**src/hdl/scd_pkg.sv**
```systemverilog
// constants for the step-down converter control register bank
// assumes an 8-bit register port driven by the control-bus slave
package scd_pkg;
    // register offsets
    localparam logic [7:0] IO_MISC_OFS    = 8'haa;
    localparam logic [7:0] IO_OSC_OFS     = 8'had;
    localparam logic [7:0] IO_VSEL_OFS    = 8'haf;
    localparam logic [7:0] C1_GROUP_OFS   = 8'hb0;
    localparam logic [7:0] C1_KIND_OFS    = 8'hb1;
    localparam logic [7:0] C1_REMAP_OFS   = 8'hb2;
    localparam logic [7:0] C1_CFG_OFS     = 8'hb3;
    localparam logic [7:0] C1_MISC_OFS    = 8'hb4;
    localparam logic [7:0] C1_OSC_OFS     = 8'hb7;
    localparam logic [7:0] C1_VSEL_OFS    = 8'hb9;
    localparam logic [7:0] C1_MODE_OFS    = 8'hba;
    localparam logic [7:0] C1_FLOOR_OFS   = 8'hbb;
    // io converter config register sits just below misc config
    localparam logic [7:0] IO_CFG_OFS     = 8'ha9;
    // field positions
    localparam int CFG_PWM_BIT    = 1;
    localparam int CFG_HIZ_BIT    = 0;
    localparam int GRP_WARM_BIT   = 4;
    localparam int MODE_BUSY_BIT  = 5;
    localparam int MODE_FLOOR_BIT = 3;
    localparam int MODE_SLP_BIT   = 2;
    localparam int MODE_RDSRC_BIT = 1;
    localparam int MODE_RSV_BIT   = 0;
    localparam int OSC_RSV_BIT    = 6;
    // reset values
    localparam logic [2:0] C1_GROUP_RST = 3'h1;
    localparam logic [2:0] GROUP_ALL    = 3'h7;
    localparam logic [2:0] C1_KIND_RST  = 3'h4;
    localparam logic [3:0] OFF_MAP_RST  = 4'h0;
    localparam logic [3:0] SLP_MAP_RST  = 4'h8;
    localparam logic [6:0] C1_VSEL_RST  = 7'h30;
    localparam logic [6:0] FLOOR_RST    = 7'h00;
    localparam logic       IO_VSEL_RST  = 1'b0;
    // scramble keys: register code = level ^ key
    localparam logic [2:0] IO_DRIVE_KEY = 3'h5;
    localparam logic [2:0] C1_DRIVE_KEY = 3'h3;
    localparam logic [2:0] OVLAP_KEY    = 3'h6;
    // voltage step timing
    localparam int CLK_PERIOD_PS  = 5000;
    localparam int STEP_TIME_NS   = 10000;
    localparam int STEP_CYCLES    = (STEP_TIME_NS * 1000) / CLK_PERIOD_PS;
endpackage

```
**src/hdl/scd_vtrack.sv**
```systemverilog
// core converter output code tracker: steps toward the target code
// assumes target and floor codes are synchronous to mclk
module scd_vtrack #(
    parameter int STEP_CYCLES = scd_pkg::STEP_CYCLES
) (
    input  wire logic       mclk,
    input  wire logic       nrst,
    input  wire logic [6:0] target,
    input  wire logic [6:0] floor_code,
    input  wire logic       use_floor,
    output logic      [6:0] cur_code,
    output logic            busy,
    output logic            floor_hit
);
    localparam int CW = $clog2(STEP_CYCLES + 1);

    if (STEP_CYCLES < 1) begin : g_chk
        $error("STEP_CYCLES must be at least 1");
    end

    logic [CW-1:0] cnt;
    wire           step_now = (cnt == '0) && (cur_code != target);
    wire [6:0]     step_to  = (cur_code < target) ? cur_code + 7'h01 : cur_code - 7'h01;
    wire [6:0]     next_cur = step_now ? step_to : cur_code;
    wire [CW-1:0]  next_cnt = step_now ? CW'(STEP_CYCLES - 1) : ((cnt != '0) ? cnt - 1'b1 : cnt);

    ////////////////////////////////////////////////////////////////
    // ramp output code
    always_ff @(posedge mclk or negedge nrst) begin
        if (!nrst) begin
            cur_code <= scd_pkg::C1_VSEL_RST;
            cnt      <= '0;
        end else begin
            cur_code <= next_cur;
            cnt      <= next_cnt;
        end
    end

    always_ff @(posedge mclk or negedge nrst) begin
        if (!nrst) begin
            busy      <= 1'b0;
            floor_hit <= 1'b0;
        end else begin
            busy      <= (next_cur != target);
            floor_hit <= use_floor && (next_cur == floor_code);
        end
    end
endmodule

```
**src/hdl/scd_regs.sv**
```systemverilog
// step-down converter control registers: io converter and core one converter
// assumes a byte register port from the control-bus slave, all inputs on mclk
module scd_regs #(
    parameter int STEP_CYCLES = scd_pkg::STEP_CYCLES
) (
    input  wire logic       mclk,
    input  wire logic       nrst,
    input  wire logic       reg_wr,
    input  wire logic       reg_rd,
    input  wire logic [7:0] reg_addr,
    input  wire logic [7:0] reg_wdata,
    output logic      [7:0] reg_rdata,
    input  wire logic       warm_reset,
    input  wire logic [3:0] core_state,
    input  wire logic       sleep_req,
    input  wire logic       avs_enable,
    input  wire logic [6:0] avs_code,
    output logic            io_force_pwm_sync_switch,
    output logic            io_high_impedance_disable_mode,
    output logic      [1:0] io_analog_test_mux_select,
    output logic      [2:0] io_drive_level,
    output logic      [2:0] io_overlap_level,
    output logic      [1:0] io_ramp_switch_tune,
    output logic            io_output_select,
    output logic      [2:0] core_group_membership,
    output logic      [2:0] core_resource_kind,
    output logic      [1:0] core_secondary_resource_kind,
    output logic      [3:0] core_off_remap,
    output logic      [3:0] core_sleep_remap,
    output logic            core_force_pwm_sync_switch,
    output logic            core_high_impedance_disable_mode,
    output logic      [1:0] core_analog_test_mux_select,
    output logic      [2:0] core_drive_level,
    output logic      [2:0] core_overlap_level,
    output logic      [1:0] core_ramp_switch_tune,
    output logic      [6:0] core_vout_code,
    output logic            core_transition_busy_flag,
    output logic            core_floor_reached_flag
);
    ////////////////////////////////////////////////////////////////
    // write decode
    wire wr_io_cfg  = reg_wr && (reg_addr == scd_pkg::IO_CFG_OFS);
    wire wr_io_misc = reg_wr && (reg_addr == scd_pkg::IO_MISC_OFS);
    wire wr_io_osc  = reg_wr && (reg_addr == scd_pkg::IO_OSC_OFS);
    wire wr_io_vsel = reg_wr && (reg_addr == scd_pkg::IO_VSEL_OFS);
    wire wr_grp     = reg_wr && (reg_addr == scd_pkg::C1_GROUP_OFS);
    wire wr_kind    = reg_wr && (reg_addr == scd_pkg::C1_KIND_OFS);
    wire wr_remap   = reg_wr && (reg_addr == scd_pkg::C1_REMAP_OFS);
    wire wr_c_cfg   = reg_wr && (reg_addr == scd_pkg::C1_CFG_OFS);
    wire wr_c_misc  = reg_wr && (reg_addr == scd_pkg::C1_MISC_OFS);
    wire wr_c_osc   = reg_wr && (reg_addr == scd_pkg::C1_OSC_OFS);
    wire wr_vsel    = reg_wr && (reg_addr == scd_pkg::C1_VSEL_OFS);
    wire wr_mode    = reg_wr && (reg_addr == scd_pkg::C1_MODE_OFS);
    wire wr_floor   = reg_wr && (reg_addr == scd_pkg::C1_FLOOR_OFS);

    logic       io_osc_rsv;
    logic       core_osc_rsv;
    logic       core_warm_cfg;
    logic [3:0] core_state_q;
    logic [6:0] core_vsel;
    logic       mode_rsv;
    logic       read_src;
    logic       sleep_floor_enable;
    logic [6:0] sleep_floor_voltage;

    ////////////////////////////////////////////////////////////////
    // io converter config
    always_ff @(posedge mclk or negedge nrst) begin
        if (!nrst) begin
            io_force_pwm_sync_switch       <= 1'b0;
            io_high_impedance_disable_mode <= 1'b0;
        end else if (wr_io_cfg) begin
            io_force_pwm_sync_switch       <= reg_wdata[scd_pkg::CFG_PWM_BIT];
            io_high_impedance_disable_mode <= reg_wdata[scd_pkg::CFG_HIZ_BIT];
        end
    end

    // io drive stored as unscrambled level
    always_ff @(posedge mclk or negedge nrst) begin
        if (!nrst) begin
            io_analog_test_mux_select <= 2'h0;
            io_drive_level            <= scd_pkg::IO_DRIVE_KEY;
        end else if (wr_io_misc) begin
            io_analog_test_mux_select <= reg_wdata[4:3];
            io_drive_level            <= reg_wdata[2:0] ^ scd_pkg::IO_DRIVE_KEY;
        end
    end

    // io overlap stored as unscrambled level
    always_ff @(posedge mclk or negedge nrst) begin
        if (!nrst) begin
            io_osc_rsv          <= 1'b0;
            io_overlap_level    <= scd_pkg::OVLAP_KEY;
            io_ramp_switch_tune <= 2'h0;
        end else if (wr_io_osc) begin
            io_osc_rsv          <= reg_wdata[scd_pkg::OSC_RSV_BIT];
            io_overlap_level    <= reg_wdata[4:2] ^ scd_pkg::OVLAP_KEY;
            io_ramp_switch_tune <= reg_wdata[1:0];
        end
    end

    // io output select, default on warm reset
    always_ff @(posedge mclk or negedge nrst) begin
        if (!nrst) begin
            io_output_select <= scd_pkg::IO_VSEL_RST;
        end else if (warm_reset) begin
            io_output_select <= scd_pkg::IO_VSEL_RST;
        end else if (wr_io_vsel) begin
            io_output_select <= reg_wdata[0];
        end
    end

    // group mask, warm reset forces all groups when the stored warm bit is set
    always_ff @(posedge mclk or negedge nrst) begin
        if (!nrst) begin
            core_group_membership <= scd_pkg::C1_GROUP_RST;
            core_warm_cfg         <= 1'b0;
        end else begin
            if (warm_reset && core_warm_cfg) begin
                core_group_membership <= scd_pkg::GROUP_ALL;
            end else if (wr_grp) begin
                core_group_membership <= reg_wdata[7:5];
            end
            if (wr_grp) begin
                core_warm_cfg <= reg_wdata[scd_pkg::GRP_WARM_BIT];
            end
        end
    end

    // power state follows its source, never written
    always_ff @(posedge mclk or negedge nrst) begin
        if (!nrst) begin
            core_state_q <= 4'h0;
        end else begin
            core_state_q <= core_state;
        end
    end

    always_ff @(posedge mclk or negedge nrst) begin
        if (!nrst) begin
            core_resource_kind           <= scd_pkg::C1_KIND_RST;
            core_secondary_resource_kind <= 2'h0;
        end else if (wr_kind) begin
            core_resource_kind           <= reg_wdata[2:0];
            core_secondary_resource_kind <= reg_wdata[4:3];
        end
    end

    always_ff @(posedge mclk or negedge nrst) begin
        if (!nrst) begin
            core_off_remap   <= scd_pkg::OFF_MAP_RST;
            core_sleep_remap <= scd_pkg::SLP_MAP_RST;
        end else if (wr_remap) begin
            core_off_remap   <= reg_wdata[7:4];
            core_sleep_remap <= reg_wdata[3:0];
        end
    end

    always_ff @(posedge mclk or negedge nrst) begin
        if (!nrst) begin
            core_force_pwm_sync_switch       <= 1'b0;
            core_high_impedance_disable_mode <= 1'b0;
        end else if (wr_c_cfg) begin
            core_force_pwm_sync_switch       <= reg_wdata[scd_pkg::CFG_PWM_BIT];
            core_high_impedance_disable_mode <= reg_wdata[scd_pkg::CFG_HIZ_BIT];
        end
    end

    // core drive level and test mux
    always_ff @(posedge mclk or negedge nrst) begin
        if (!nrst) begin
            core_analog_test_mux_select <= 2'h0;
            core_drive_level            <= scd_pkg::C1_DRIVE_KEY;
        end else if (wr_c_misc) begin
            core_analog_test_mux_select <= reg_wdata[4:3];
            core_drive_level            <= reg_wdata[2:0] ^ scd_pkg::C1_DRIVE_KEY;
        end
    end

    // core overlap and stored reserved bit
    always_ff @(posedge mclk or negedge nrst) begin
        if (!nrst) begin
            core_osc_rsv          <= 1'b0;
            core_overlap_level    <= scd_pkg::OVLAP_KEY;
            core_ramp_switch_tune <= 2'h0;
        end else if (wr_c_osc) begin
            core_osc_rsv          <= reg_wdata[scd_pkg::OSC_RSV_BIT];
            core_overlap_level    <= reg_wdata[4:2] ^ scd_pkg::OVLAP_KEY;
            core_ramp_switch_tune <= reg_wdata[1:0];
        end
    end

    // stored output select, default on warm reset
    always_ff @(posedge mclk or negedge nrst) begin
        if (!nrst) begin
            core_vsel <= scd_pkg::C1_VSEL_RST;
        end else if (warm_reset) begin
            core_vsel <= scd_pkg::C1_VSEL_RST;
        end else if (wr_vsel) begin
            core_vsel <= reg_wdata[6:0];
        end
    end

    always_ff @(posedge mclk or negedge nrst) begin
        if (!nrst) begin
            mode_rsv           <= 1'b0;
            read_src           <= 1'b0;
            sleep_floor_enable <= 1'b0;
        end else if (wr_mode) begin
            mode_rsv           <= reg_wdata[scd_pkg::MODE_RSV_BIT];
            read_src           <= reg_wdata[scd_pkg::MODE_RDSRC_BIT];
            sleep_floor_enable <= reg_wdata[scd_pkg::MODE_SLP_BIT];
        end
    end

    always_ff @(posedge mclk or negedge nrst) begin
        if (!nrst) begin
            sleep_floor_voltage <= scd_pkg::FLOOR_RST;
        end else if (wr_floor) begin
            sleep_floor_voltage <= reg_wdata[6:0];
        end
    end

    ////////////////////////////////////////////////////////////////
    // target selection
    wire       use_floor   = sleep_req && sleep_floor_enable;
    wire [6:0] active_code = avs_enable ? avs_code : core_vsel;
    wire [6:0] trk_target  = use_floor ? sleep_floor_voltage : active_code;

    scd_vtrack #(
        .STEP_CYCLES(STEP_CYCLES)
    ) u_vtrack (
        .mclk      (mclk),
        .nrst      (nrst),
        .target    (trk_target),
        .floor_code(sleep_floor_voltage),
        .use_floor (use_floor),
        .cur_code  (core_vout_code),
        .busy      (core_transition_busy_flag),
        .floor_hit (core_floor_reached_flag)
    );

    ////////////////////////////////////////////////////////////////
    // output select read source
    wire [6:0] vsel_view = read_src ? core_vsel : core_vout_code;
    wire [7:0] mode_view = {2'h0, core_transition_busy_flag, 1'b0, core_floor_reached_flag,
                            sleep_floor_enable, read_src, mode_rsv};
    logic [7:0] next_rdata;

    always_comb begin
        case (reg_addr)
            scd_pkg::IO_CFG_OFS:   next_rdata = {6'h00, io_force_pwm_sync_switch,
                                                 io_high_impedance_disable_mode};
            scd_pkg::IO_MISC_OFS:  next_rdata = {3'h0, io_analog_test_mux_select,
                                                 io_drive_level ^ scd_pkg::IO_DRIVE_KEY};
            scd_pkg::IO_OSC_OFS:   next_rdata = {1'b0, io_osc_rsv, 1'b0,
                                                 io_overlap_level ^ scd_pkg::OVLAP_KEY, io_ramp_switch_tune};
            scd_pkg::IO_VSEL_OFS:  next_rdata = {7'h00, io_output_select};
            scd_pkg::C1_GROUP_OFS: next_rdata = {core_group_membership, core_warm_cfg, core_state_q};
            scd_pkg::C1_KIND_OFS:  next_rdata = {3'h0, core_secondary_resource_kind, core_resource_kind};
            scd_pkg::C1_REMAP_OFS: next_rdata = {core_off_remap, core_sleep_remap};
            scd_pkg::C1_CFG_OFS:   next_rdata = {6'h00, core_force_pwm_sync_switch,
                                                 core_high_impedance_disable_mode};
            scd_pkg::C1_MISC_OFS:  next_rdata = {3'h0, core_analog_test_mux_select,
                                                 core_drive_level ^ scd_pkg::C1_DRIVE_KEY};
            scd_pkg::C1_OSC_OFS:   next_rdata = {1'b0, core_osc_rsv, 1'b0,
                                                 core_overlap_level ^ scd_pkg::OVLAP_KEY, core_ramp_switch_tune};
            scd_pkg::C1_VSEL_OFS:  next_rdata = {1'b0, vsel_view};
            scd_pkg::C1_MODE_OFS:  next_rdata = mode_view;
            scd_pkg::C1_FLOOR_OFS: next_rdata = {1'b0, sleep_floor_voltage};
            default:               next_rdata = 8'h00;
        endcase
    end

    always_ff @(posedge mclk or negedge nrst) begin
        if (!nrst) begin
            reg_rdata <= 8'h00;
        end else if (reg_rd) begin
            reg_rdata <= next_rdata;
        end
    end
endmodule

```
**config.mk**
```make
export PLATFORM = sky130hd
export DESIGN_NAME = scd_regs
export DESIGN_NICKNAME = d
export VERILOG_FILES = /design/src/hdl/scd_pkg.sv /design/src/hdl/scd_vtrack.sv /design/src/hdl/scd_regs.sv
export SDC_FILE = /design/constraint.sdc
export NUM_CORES = 1
export LEC_CHECK = 0
export BUFFER_PORTS_ARGS = -buffer_cell sky130_fd_sc_hd__buf_2
export CAP_MARGIN = 5
export CELL_PAD_IN_SITES_DETAIL_PLACEMENT = 0
export CELL_PAD_IN_SITES_GLOBAL_PLACEMENT = 1
export CORE_UTILIZATION = 40
export DETAILED_ROUTE_END_ITERATION = 12
export PLACE_DENSITY = 0.74
export REMOVE_ABC_BUFFERS = 1
export SLEW_MARGIN = 20
export SYNTH_ARGS = -nofsm -noshare
export SYNTH_HDL_FRONTEND = slang
export SYNTH_HIERARCHICAL = 1
export SYNTH_SLANG_ARGS = --single-unit
```
**constraint.sdc**
```tcl
create_clock -name mclk -period 3.8 [get_ports mclk]
set_clock_uncertainty 0.1 [all_clocks]
set_input_delay 1.14 -clock mclk [delete_from_list [all_inputs] [get_ports mclk]]
set_output_delay 1.14 -clock mclk [all_outputs]
set_load 0.005 [all_outputs]
```
==> flow_metrics.tcl <==
set metrics [dict create \
    numCtsBuffers 9 \
    die_area_mm2 0.01426 \
    cts.htree.levels 3 \
    fin_cells 868 \
    worst-path-buf-inv 4 \
    worstSkewPairLatency_ps 340 \
    grtUsageTotal_pct 24.59 \
    ys.flop_type "dfrtp_1" \
    irDropWorstVdd_mv 0.2453 \
    final_util_pct 54.13 \
    rsz0062_at_grt "true" \
    dpl_cell_area_mm2 0.006480 \
    synth_top_family_by_area "simple AND/OR/NAND/NOR gates" \
    yosys-top-cells-area "dfrtp_1 35%, mux2_2 8.6%, dfstp_2 7.1%" \
    critPathMaxStageDelay_ps 400 \
    path_delay_family "simple AND/OR/NAND/NOR gates" \
    synth_edf_count 0 \
    status "finished with violations" \
    holdWs_ps 383.5 \
    synth-xor-area-share_pct 3.494 \
    cts_buffer_depth 2 \
    leakage_nw 3.296 \
    drc_errors 0 \
    syn_inst 545 \
    nets 735 \
    synth.area.mux_share_pct 13.23 \
    path_clk_slew_ps 70 \
    stdcell_area_mm2 0.007226 \
    setup_viol 3 \
    max_freq_mhz 239.9 \
    yosysMostFrequentCell "dfrtp_1" \
    grt_overflow_total 0 \
    yosys.area_share.adder_pct 3.312 \
    grt_max_degree 51 \
    gp_congestion 0.9941 \
    required_ps 3910 \
    n_antenna_cell 0 \
    worst_pin_slew_ps 640.0 \
    core.rowCount 42 \
    synth_simple_gate_area_share_pct 20.33 \
    critPathCaptureType "flop" \
    numClockSinks 93 \
    synthDominantCellAreaShare_pct 35.39 \
    antenna_found_initial 0 \
    ys_seq_area_share_pct 42.54 \
    cts_tree "built" \
    finalPower_mw 2.750 \
    slowest_stage "or3b_4" \
    routed_wirelength_um 16980 \
    synthToLayoutAreaGrowth_pct 31.01 \
    dp_slack_ps -1386 \
    power_density_mw_per_mm2 380.6 \
    drt_iter0_markers 353 \
    slew_headroom_pct 57.33 \
    critPathMaxFanout 6 \
    ys_types 79 \
    ctsHoldBuffers 0 \
    vias 4826 \
    min_path_type "reg -> reg" \
    crit_chain "buf_8, and2_4, buf_4, o21ai_2, inv_2, ha_4, nand3b_1, a21oi_2, nor3_2, inv_2, ha_4, nor2b_4, or3b_4, nand3_4, xnor2_2, o311a_1, nor4b_2, o211ai_1" \
    synth_compound_area_share_pct 12.91 \
    violations "negative setup slack" \
    root_buffer "clkbuf_16" \
    start_util_pct 41.32 \
    antenna_left 0 \
    fp.dieW_um 119.4 \
    grt_pass1_vias 4872 \
    synthArstFlopShare_pct 100.0 \
    setup_ws_ps -368.4 \
    via_per_inst 5.560 \
    min_period_ps 4168 \
    hold_violations 0 \
    avgSynthCellArea_um2 10.12 \
    grt_pass1_wl_um 26810 \
    port_buffers 91 \
    crit_path_start_kind "primary input" \
    firstDrtPassIters 5 \
    synth_area_leader_cell "dfrtp_1" \
    ios 92 \
    syn_area_mm2 0.005515 \
    slew_viol_final 0 \
    max_cap_violations 0 \
    wl_per_cell_um 19.56 \
    fin_crit_sh_pct 109.7 \
    die_y_um 119.4 \
    hpwl_um 12400 \
    synth_seq_cells 93 \
    placed_cells 843 \
    timing.setup.critical_path_class "in -> reg" \
    core_area_mm2 0.01335 \
    arrival_ps 4280 \
    synthTopCellsByCount "78 x dfrtp_1, 47 x nand2_1, 42 x mux2_2" \
    layout-drive-gt1-share_pct 43.21 \
    setup_tns_ps -641.6 \
    yosys_warnings 6 \
]
-- path summary, 6_finish.rpt --
check	start	end	slack (ps)	cells past startpoint
min	reg_rdata[5]$_DFFE_PN0P_	reg_rdata[5]$_DFFE_PN0P_	380	1
min in group asynchronous	nrst	io_overlap_level[0]$_DFFE_PN0P_	710	1
max	sleep_req	u_vtrack/busy$_DFF_PN0_	-370	18
min reg2reg	reg_rdata[5]$_DFFE_PN0P_	reg_rdata[5]$_DFFE_PN0P_	380	1
max in group asynchronous	nrst	u_vtrack/cur_code[5]$_DFF_PN1_	2050	2
max reg2reg	sleep_floor_enable$_DFFE_PN0P_	u_vtrack/busy$_DFF_PN0_	30	18
-- cell usage in the layout (no fill, tap or decap), types with 6 or more instances in the layout --
cell type / instances
nand2b_1: 11
o21ai_1: 6
o22ai_1: 6
nor2b_1: 6
a21oi_1: 18
clkbuf_16: 9
dfstp_2: 15
mux2i_1: 20
ha_4: 10
o21ai_2: 7
xnor2_1: 7
buf_2: 88
nor2_1: 30
nor3_1: 11
mux2_2: 41
o21ai_0: 20
buf_4: 61
nand2_1: 46
inv_1: 21
dfrtp_1: 78
xor2_1: 10
nand3_1: 25
-- what timing repair did --
item	in CTS	in global routing
gates cloned	1	0
pin swaps	22	15
endpoints found under the setup margin	7	4
buffers inserted	4	6
gates resized for setup	59	20
-- power breakdown --
part	switching [mW]	internal (mW)
clock	0.390	0.546
sequential	0.0938	1.09
combinational	0.330	0.301
total	0.813	1.94
-- cell type report --
class | count | area (µm²)
clock inverter | 5 | 58.81
tap | 176 | 220.2
clock buffer | 11 | 252.7
fill | 1219 | 6122
timing repair buffer | 156 | 984.7
sequential | 93 | 2346
multi-input combinational | 403 | 3273
inverter | 24 | 90.09
-- registers in the layout (all words and copies together) (netlist names), 3 cells and up --
signal,cells
reg_rdata,8
core_resource_kind,3
core_vsel,7
u_vtrack/cnt,11
core_group_membership,3
core_overlap_level,3
core_off_remap,4
core_state_q,4
core_sleep_remap,4
io_drive_level,3
u_vtrack/cur_code,7
io_overlap_level,3
sleep_floor_voltage,7
core_drive_level,3
-- kinds of logic (layout without fill, tap and decap cells) --
kind of cell,after synthesis,after routing
compound gates,108,108
xor+xnor,22,22
fa+ha+maj,14,14
buf+inv,50,196
flops,93,93
mux,67,67
simple gates,191,192
-- per-layer routing --
| metal | vias up | wire (µm) | GRT usage, % |
|---|---|---|---|
| li1 | 2270 | - | - |
| met2 | 167 | 8174 | 40.52 |
| met1 | 2365 | 7542 | 33.71 |
| met5 | - | 0 | 0 |
| met4 | 0 | 261 | 6.406 |
| met3 | 24 | 1001 | 3.736 |
(Power assumes the default switching activity.)
